`src/angc_pkg.sv`:
```
/*
  Package for the auto-negotiation next-page and gigabit control register bank.
  Holds register offsets, field positions, reset values and test-mode codes.
  Assumes a plain register port and one 50 MHz clock domain.
*/
// Overview of operation
// - Expansion bits 15:5 always read zero
// - Expansion bits read the same before and after negotiation completes (an_complete_in unused)
// - Parallel fault flag latches high until read
// - Bit 3 shows partner next-page ability
// - Bit 2 local next-page able, resets one
// - Page received latches high, cleared by read
// - Bit 0 shows partner auto-negotiation ability
// - Next-page write sets page-loaded variable
// - Link failure clears next-page transmit word
// - Transmit word field layout and resets
// - Partner next-page word read-only, resets zero
// - Bits 15:13 select test mode
// - Jitter test modes use receive clock
// - Negotiation restart clears test mode
// - Bits 12:8 apply only on update events
// - Bit 12 manual master/slave, hardware reset zero
// - Bit 11 one master, zero slave
// - Bits 11,10 load master/slave strap
// - Bit 10 port-type preference
// - Port type ignored under manual configuration
// - Bit 8 half duplex, loads strap
`default_nettype none
package angc_pkg;
  localparam logic [4:0] ANGC_ADDR_EXP = 5'h06;
  localparam logic [4:0] ANGC_ADDR_NPTX = 5'h07;
  localparam logic [4:0] ANGC_ADDR_LPNP = 5'h08;
  localparam logic [4:0] ANGC_ADDR_GCTL = 5'h09;
  localparam logic [15:0] ANGC_NPTX_RST = 16'h2001;
  localparam logic [15:0] ANGC_NPTX_WMASK = 16'hB7FF;
  localparam logic [15:0] ANGC_LPNP_RST = 16'h0000;
  // Gigabit control before the straps land: full duplex on, rest zero
  localparam logic [15:0] ANGC_GCTL_RST = 16'h0200;
  localparam int ANGC_EXP_PDF = 4;
  localparam int ANGC_EXP_LPNP = 3;
  localparam int ANGC_EXP_LNP = 2;
  localparam int ANGC_EXP_PR = 1;
  localparam int ANGC_EXP_LPAN = 0;
  localparam int ANGC_GC_MSEN = 12;
  localparam int ANGC_GC_MSVAL = 11;
  localparam int ANGC_GC_PTYPE = 10;
  localparam int ANGC_GC_FD = 9;
  localparam int ANGC_GC_HD = 8;
  localparam logic [2:0] ANGC_TM_NORMAL = 3'h0;
  localparam logic [2:0] ANGC_TM_WAVE = 3'h1;
  localparam logic [2:0] ANGC_TM_JIT_M = 3'h2;
  localparam logic [2:0] ANGC_TM_JIT_S = 3'h3;
  localparam logic [2:0] ANGC_TM_DIST = 3'h4;
endpackage
`default_nettype wire

```
`src/angc_regs.sv`:
```
/*
  Register bank: expansion status, next-page transmit and receive words,
  gigabit control with deferred advertisement fields.
  Assumes event inputs come from logic on ref_clk_in; strap pins are
  asynchronous and pass a two-stage synchroniser.
*/
// The implementer's own choice: the plain strobed port.
`default_nettype none
module angc_regs
  import angc_pkg::*;
(
  input wire logic ref_clk_in,
  input wire logic rst_b_in,
  input wire logic sw_reset_in,
  input wire logic an_restart_in,
  input wire logic power_up_in,
  input wire logic link_fail_in,
  input wire logic an_complete_in,
  input wire logic par_fault_in,
  input wire logic page_rx_in,
  input wire logic [15:0] page_rx_word_in,
  input wire logic lp_np_able_in,
  input wire logic lp_an_able_in,
  input wire logic master_slave_strap_input,
  input wire logic gig_half_duplex_strap_input,
  input wire logic [4:0] addr_in,
  input wire logic [15:0] wdata_in,
  input wire logic wr_in,
  input wire logic rd_in,
  output logic [15:0] rdata_out,
  output logic np_loaded_out,
  output logic [2:0] test_mode_out,
  output logic tx_clk_from_rx_out,
  output logic ms_manual_out,
  output logic ms_master_out,
  output logic port_multi_out,
  output logic adv_fd_out,
  output logic adv_hd_out
);
  logic [1:0] ms_sync_ff;  // Strap synchroniser
  logic [1:0] hd_sync_ff;
  logic strap_done_ff;  // Straps captured once after release
  // Counts out the synchroniser depth so the straps are not read as reset zeros
  logic [1:0] strap_wait_ff;
  logic pdf_ff, nxt_pdf;
  logic pr_ff, nxt_pr;
  logic [15:0] nptx_ff, nxt_nptx;
  logic np_loaded_ff, nxt_np_loaded;
  logic [15:0] lpnp_ff, nxt_lpnp;
  logic [15:0] gc_ff, nxt_gc;  // Software-visible control word
  logic [4:0] act_ff, nxt_act;  // Active copy of bits 12:8
  logic [15:0] rdata_ff, nxt_rdata;
  logic [15:0] exp_word;
  logic rd_exp, wr_np, wr_gc, apply;

  // Strap synchronisers; first stage read only by the second
  always_ff @(posedge ref_clk_in or negedge rst_b_in) begin
    if (!rst_b_in) begin
      ms_sync_ff <= 2'h0;
      hd_sync_ff <= 2'h0;
    end else begin
      ms_sync_ff <= {ms_sync_ff[0], master_slave_strap_input};
      hd_sync_ff <= {hd_sync_ff[0], gig_half_duplex_strap_input};
    end
  end

  assign rd_exp = rd_in && (addr_in == ANGC_ADDR_EXP);
  assign wr_np = wr_in && (addr_in == ANGC_ADDR_NPTX);
  assign wr_gc = wr_in && (addr_in == ANGC_ADDR_GCTL);
  assign apply = sw_reset_in || an_restart_in || power_up_in || link_fail_in;

  // Expansion word as read
  always_comb begin
    exp_word = 16'h0000;  // reserved zero
    exp_word[ANGC_EXP_PDF] = pdf_ff;
    exp_word[ANGC_EXP_LPNP] = lp_np_able_in;
    exp_word[ANGC_EXP_LNP] = 1'b1;
    exp_word[ANGC_EXP_PR] = pr_ff;
    exp_word[ANGC_EXP_LPAN] = lp_an_able_in;
  end

  // Next-state logic for all register state except the strap synchronisers and capture counters
  always_comb begin
    // latch high, read clears, set wins
    nxt_pdf = par_fault_in | (pdf_ff & ~rd_exp);
    nxt_pr = page_rx_in | (pr_ff & ~rd_exp);
    if (sw_reset_in) begin
      nxt_pdf = 1'b0;
      nxt_pr = 1'b0;
    end
    nxt_nptx = nptx_ff;
    nxt_np_loaded = np_loaded_ff;
    if (link_fail_in) begin
      nxt_nptx = 16'h0000;
      nxt_np_loaded = 1'b0;
    end else if (sw_reset_in) begin
      nxt_nptx = ANGC_NPTX_RST;
      nxt_np_loaded = 1'b0;
    end else if (wr_np) begin
      // read-only bits 14 and 11 kept
      nxt_nptx = (wdata_in & ANGC_NPTX_WMASK) | (nptx_ff & ~ANGC_NPTX_WMASK);
      nxt_np_loaded = 1'b1;
    end
    nxt_lpnp = sw_reset_in ? ANGC_LPNP_RST : (page_rx_in ? page_rx_word_in : lpnp_ff);
    nxt_gc = gc_ff;
    if (!strap_done_ff) begin
      // straps load bits 11, 10 and 8
      nxt_gc[ANGC_GC_MSVAL] = ms_sync_ff[1];
      nxt_gc[ANGC_GC_PTYPE] = ms_sync_ff[1];
      nxt_gc[ANGC_GC_HD] = hd_sync_ff[1];
    end else if (wr_gc) begin
      // reserved low byte stored as written
      nxt_gc = wdata_in;
    end
    if (an_restart_in || sw_reset_in) begin
      nxt_gc[15:13] = ANGC_TM_NORMAL;
    end
    nxt_act = apply ? nxt_gc[12:8] : act_ff;
    if (!strap_done_ff) begin
      nxt_act = nxt_gc[12:8];
    end
    nxt_rdata = 16'h0000;
    if (rd_in) begin
      unique case (addr_in)
        ANGC_ADDR_EXP: nxt_rdata = exp_word;
        ANGC_ADDR_NPTX: nxt_rdata = nptx_ff;
        ANGC_ADDR_LPNP: nxt_rdata = lpnp_ff;
        ANGC_ADDR_GCTL: nxt_rdata = gc_ff;
        default: nxt_rdata = 16'h0000;
      endcase
    end
  end

  // Register stage; straps sampled in the clocked domain after release
  always_ff @(posedge ref_clk_in or negedge rst_b_in) begin
    if (!rst_b_in) begin
      strap_done_ff <= 1'b0;
      strap_wait_ff <= 2'h0;
      pdf_ff <= 1'b0;
      pr_ff <= 1'b0;
      nptx_ff <= ANGC_NPTX_RST;
      np_loaded_ff <= 1'b0;
      lpnp_ff <= ANGC_LPNP_RST;
      // manual enable zero; full duplex one
      gc_ff <= ANGC_GCTL_RST;
      act_ff <= ANGC_GCTL_RST[12:8];
      rdata_ff <= 16'h0000;
    end else begin
      // Capture ends only once both synchroniser stages hold the pin value
      strap_wait_ff <= {strap_wait_ff[0], 1'b1};
      strap_done_ff <= strap_wait_ff[1];
      pdf_ff <= nxt_pdf;
      pr_ff <= nxt_pr;
      nptx_ff <= nxt_nptx;
      np_loaded_ff <= nxt_np_loaded;
      lpnp_ff <= nxt_lpnp;
      gc_ff <= nxt_gc;
      act_ff <= nxt_act;
      rdata_ff <= nxt_rdata;
    end
  end

  // Outputs to the negotiation engine
  assign rdata_out = rdata_ff;
  assign np_loaded_out = np_loaded_ff;
  assign test_mode_out = gc_ff[15:13];
  assign tx_clk_from_rx_out = (gc_ff[15:13] == ANGC_TM_JIT_M) || (gc_ff[15:13] == ANGC_TM_JIT_S);
  assign ms_manual_out = act_ff[4];
  assign ms_master_out = act_ff[3];
  assign port_multi_out = act_ff[4] ? 1'b0 : act_ff[2];
  assign adv_fd_out = act_ff[1];
  assign adv_hd_out = act_ff[0];
endmodule
`default_nettype wire

```
`config.mk`:
```
export PLATFORM = sky130hd
export DESIGN_NAME = angc_regs
export DESIGN_NICKNAME = d
export VERILOG_FILES = /design/src/angc_pkg.sv /design/src/angc_regs.sv
export SDC_FILE = /design/constraint.sdc
export NUM_CORES = 1
export LEC_CHECK = 0
export BUFFER_PORTS_ARGS = -buffer_cell sky130_fd_sc_hd__buf_2
export CORE_ASPECT_RATIO = 2
export CORE_MARGIN = 4
export CORE_UTILIZATION = 30
export DETAILED_ROUTE_END_ITERATION = 8
export GPL_ROUTABILITY_DRIVEN = 0
export SLEW_MARGIN = 20
export SYNTH_ARGS = -nofsm -noshare
export SYNTH_HDL_FRONTEND = slang
export SYNTH_SLANG_ARGS = --single-unit
```
`constraint.sdc`:
```
create_clock -name ref_clk_in -period 1.6 [get_ports ref_clk_in]
set_input_delay 0.32 -clock ref_clk_in [delete_from_list [all_inputs] [get_ports ref_clk_in]]
set_output_delay 0.32 -clock ref_clk_in [all_outputs]
set_load 0.02 [all_outputs]
```
**After elaboration in Yosys (flattened, before gate mapping)**

Cells that the tools add are included.

- Register bits after elaboration: 79

- Equal/unequal tests: 7
- Multiplexer cells: 21
- Bitwise operators: 6
- Reductions and logical operators: 13

Operators with widths:

| kind | number |
|---|---|
| 2-to-1 mux 16 bit | 7 |
| case mux 16 bit (4 select lines) | 1 |
| bitwise OR 16 x 15 -> 16 bit | 1 |
| == test 5 x 3 -> 1 bit, second input constant | 2 |
| == test 5 x 4 -> 1 bit, second input constant | 2 |
| 2-to-1 mux 5 bit | 2 |
| 2-to-1 mux 1 bit | 8 |
| == test 3 x 2 -> 1 bit, second input constant | 2 |
| nonzero test 2 bit | 3 |
| logical OR 1 bit | 4 |
| 2-to-1 mux 4 bit | 1 |
| AND reduction 2 bit | 2 |
| logical AND 1 bit | 3 |
| 2-to-1 mux 3 bit | 1 |
| nonzero test 3 bit | 1 |
| bitwise AND 1 bit | 2 |
| 2-to-1 mux 2 bit | 1 |
| inequality test 2 x 1 -> 1 bit, second input constant | 1 |
| bitwise OR 1 bit | 2 |
| NOT 1 bit | 1 |

**Depth between registers and ports, before layout**

- Depth in word-level cells: 6
- Gate-level depth with buffers: 6
- Mapped depth without buffers: 3

**Worst setup path before layout**

No wires, ideal clock.

- Path type: in2reg
- From: input port addr_in[4]
- To: register gc_ff[0]
- Stages on the path: 4
- Buffers on the path: 1
- Setup time: 128 ps
- Required time: 1472 ps
- Arrival: 1306 ps
- Setup slack: 167 ps
- Path through: buf_2 > nand3b_1 > nor2_4 > mux2_1

- Word-level cells in the longest chain between the ends: 3

Ends and longest elaborated chain:

| item | line | RTL |
|---|---|---|
| start: declaration | angc_regs.sv:26 | `input wire logic [4:0] addr_in,` |
| == test 5 x 4 -> 1 bit | angc_regs.sv:69 | `assign wr_gc = wr_in && (addr_in == ANGC_ADDR_GCTL);` |
| logical AND 1 bit | angc_regs.sv:69 |  |
| AND reduction 2 bit (no line) | n/a |  |
| end signal: assignment | angc_regs.sv:157 | `gc_ff <= nxt_gc;` |
| end: declaration | angc_regs.sv:50 | `logic [15:0] gc_ff, nxt_gc;` |

No other way between the ends.
A chain may end at the register's enable or synchronous reset.

**Worst setup path after layout**

- From: register strap_done_ff
- To: register act_ff[2]

- Word-level cells in the longest chain between the ends: 3
- Elaborated cells on any way between the ends: 4

Ends and longest elaborated chain:

| item | line | RTL |
|---|---|---|
| start: declaration | angc_regs.sv:42 | `logic strap_done_ff;` |
| start signal: assignment | angc_regs.sv:151 | `strap_done_ff <= strap_wait_ff[1];` |
| 2-to-1 mux 2 bit | angc_regs.sv:106 | `if (!strap_done_ff) begin` |
| 2-to-1 mux 5 bit | angc_regs.sv:118 | `nxt_act = apply ? nxt_gc[12:8] : act_ff;` |
| 2-to-1 mux 5 bit | angc_regs.sv:119 | `if (!strap_done_ff) begin` |
| end signal: assignment | angc_regs.sv:146 | `act_ff <= ANGC_GCTL_RST[12:8];` |
| end signal: assignment | angc_regs.sv:158 | `act_ff <= nxt_act;` |
| end: declaration | angc_regs.sv:51 | `logic [4:0] act_ff, nxt_act;` |

Parallel ways exist; a longest one is shown, timed or not. The select of a mux whose other input is x is not followed.

==> results.sh <==
export IMPL_run_status="finished, final reports clean"
export IMPL_final_area_mm2=0.00447
export IMPL_place_hpwl_um=7430
export IMPL_synth_flop_cell="dfrtp_1"
export IMPL_drt_iter0_markers=189
export IMPL_worstPathArrival_ns=1.64
export IMPL_clock_sinks=77
export IMPL_min_to="ms_sync_ff[0]"
export IMPL_h_tree_depth=3
export IMPL_critPathKind="reg2reg"
export IMPL_rows=55
export IMPL_die_h_um=161
export IMPL_required_ns=1.82
export IMPL_path_clk_slew_ns=0.06
export IMPL_place_area_mm2=0.00419
export IMPL_synth_nets=371
export IMPL_synth_area_leader_cell="dfrtp_1"
export IMPL_hold_viol=0
export IMPL_ys_ff_latch=77
export IMPL_die_width_um=84.7
export IMPL_hp_class="in2reg"
export IMPL_syn_avg_cell_area_um2=11.1
export IMPL_slew_viol_final=0
export IMPL_clk_latency_ns=0.34
export IMPL_grt_start_max_net_pins=37
export IMPL_cts_buffers=9
export IMPL_ant_nets=0
export IMPL_holdPathStages=1
export IMPL_synth_area_mm2=0.00353
export IMPL_setup_viol=0
export IMPL_grt_usage_pct=14.9
export IMPL_wl_per_cell_um=17.8
export IMPL_crit_slowest_cell="or4bb_1"
export IMPL_grt_pass1_vias=3032
export IMPL_fin_crit_sh_pct=89.0
export IMPL_io_buffer_count=76
export IMPL_r2r_end="act_ff[2]"
export IMPL_max_vdd_ir_drop_uv=599
export IMPL_clock_skew_final_ns=0.00775
export IMPL_slowest_delay_ns=0.51
export IMPL_drc=0
export IMPL_ys_seq_area_share_pct=54.7
export IMPL_synthCells=319
export IMPL_synth_async_sr_flop_share_pct=100
export IMPL_place_inst=537
export IMPL_worst_setup_path_start_kind="flop"
export IMPL_cp_end_kind="flop"
export IMPL_num_antenna_cells=0
export IMPL_p_leak_nw=2.10
export IMPL_num_io_pins=78
export IMPL_synth_area_leaders="dfrtp_1 (52%), mux2i_1 (6.8%), nand3_1 (3.5%), mux2_1 (3.5%), mux2_2 (3.5%)"
export IMPL_r2r_worst_path_cells=3
export IMPL_antenna_found_initial=0
export IMPL_rsz0062_at_grt="false"
export IMPL_final_layout_size_suffix_gt1_share_pct=33.5
export IMPL_via_per_inst=5.05
export IMPL_cts_buffer_depth=2
export IMPL_ys_warn_count=0
export IMPL_synth_edf_count=0
export IMPL_setup_tns_ns=0
export IMPL_synth_cell_types=41
export IMPL_gr_total_overflow=0
export IMPL_cts_tree="yes"
export IMPL_die_area_mm2=0.0137
export IMPL_cp_cell_sequence="or4bb_1 -> mux2i_1 -> o31ai_1"
export IMPL_fp_coreArea_mm2=0.0114
export IMPL_maxCapViolations=0
export IMPL_start_util_pct=30.9
export IMPL_worstHoldStart="master_slave_strap_input"
export IMPL_vias=2796
export IMPL_netlist_area_leader_share_pct=51.7
export IMPL_power_mw=4.47
export IMPL_stdcell_count=554
export IMPL_reg2reg_from="strap_done_ff"
export IMPL_crit_path_max_fanout=8
export IMPL_final_nets=459
export IMPL_grt_pass1_wl_um=15700
export IMPL_finalCriticalPeriod_ns=1.42
export IMPL_reg2reg_slack_ns=0.18
export IMPL_power_density_mw_per_mm2=1000
export IMPL_area_delta_synth_final_pct=26.7
export IMPL_routed_wl_um=9870
export IMPL_fmaxAchievable_mhz=702
export IMPL_cts_root_buffer="clkbuf_16"
export IMPL_dr_pass1_iters=4
## cell families (layout without fill, tap and decap cells)
group / count (synthesis) / count (layout) / share of synthesized area [%]
buffers and inverters: 30 / 123 / 4.11
DFF: 77 / 77 / 54.7
other: 1 / 1 / 0.106
and+or+nand+nor: 98 / 98 / 16.2
muxes: 46 / 46 / 13.8
AOI/OAI and AO/OA: 67 / 67 / 11.1
## cell usage after synthesis (all sizes together) (2+ instances only)
cell	n
dfstp	4
o21ai	23
mux2i	24
nor3	3
or4bb	2
or3b	2
nand3	25
a32oi	9
dfrtp	73
buf	20
or3	4
o22ai	2
or2	2
a21oi	24
o31ai	2
nor2	31
clkbuf	6
nor4b	2
nor3b	4
nand2b	2
nand3b	3
mux2	22
and3b	3
a31oi	6
nand2	5
inv	4
nor2b	4
## area by class of cell
cell class              count  area [um2]
repair buffers            103         626
well taps                 142         178
clock buffers              11         233
multi-input cells         212        1450
inverters                   4        15.0
fillers                  1196        6950
flip-flops and latches     77        1930
clock inverters             5        37.5
## layer usage
| layer | global-route usage (%) | share of wire (%) | up-vias |
|---|---|---|---|
| li1 | - | - | 1331 |
| met1 | 16.4 | 38 | 1366 |
| met2 | 26.7 | 55 | 84 |
| met3 | 3.52 | 4.4 | 15 |
| met4 | 6.92 | 2.4 | 0 |
| met5 | 0 | 0 | - |
## cell usage in the layout (no fill, tap or decap), types with 3 or more instances in the layout
cell type / count
and3b_1: 3
nor3_1: 3
nor2b_1: 4
clkbuf_16: 9
mux2_1: 11
mux2_2: 11
nor3b_1: 3
buf_2: 75
nand2_1: 5
a32oi_1: 9
dfrtp_1: 73
or3_1: 4
a21oi_1: 24
inv_1: 4
o21ai_1: 5
nand3_1: 25
buf_4: 24
mux2i_1: 24
buf_12: 3
dfstp_2: 4
o21ai_0: 17
nand3b_1: 3
nor2_1: 30
a31oi_1: 6
## critical path, delay by kind of cell, from the launching register on
| kind | cells | cell delay (ns) |
|---|---|---|
| flops | 1 | 0.45 |
| compound gates | 1 | 0.11 |
| simple gates | 1 | 0.51 |
| mux | 1 | 0.23 |
## worst max path at each step
stage	from	endpoint	slack [ns]	cells after the start
3_5_place_dp	addr_in[2]	rdata_out[12]	0.009	6
2_1_floorplan	addr_in[4]	gc_ff[0]	0.17	4
4_1_cts	strap_done_ff	act_ff[2]	0.17	3
3_3_place_gp	addr_in[2]	rdata_out[12]	0.03	6
5_1_grt	strap_done_ff	act_ff[3]	0.09	3
6_report	strap_done_ff	act_ff[2]	0.18	3
## per-stage QoR
stage | hold slack [ns] | worst slack (ns) | utilization [%]
floorplan | 0.0244 | 0.167 | -
global placement | 0.240 | 0.0309 | 36.7
detailed placement | 0.245 | 0.00850 | 36.7
CTS | 0.0742 | 0.165 | 39.2
global route | 0.0733 | 0.0907 | 39.2
finish | 0.0833 | 0.177 | 39.2
## where the power goes
group          internal [mW]  switching [mW]
Combinational          0.223           0.288
Sequential              2.05          0.0557
Clock                   1.05           0.801
## state kept, by name, summed over array words and instances, names as in the netlist
name           cells
gc_ff             16
lpnp_ff           16
rdata_out         16
nptx_ff           14
act_ff             5
hd_sync_ff         2
ms_sync_ff         2
strap_wait_ff      2
np_loaded_out      1
pdf_ff             1
pr_ff              1
strap_done_ff      1
## what timing repair did
action                                  4_1_cts  5_1_grt
hold buffers                                  1        0
gates resized for setup                       0        0
endpoints found under the setup margin        0        0
hold endpoints to repair                     18        0
buffers inserted                              0        0
Note: power is estimated with default switching activity, not from simulation.
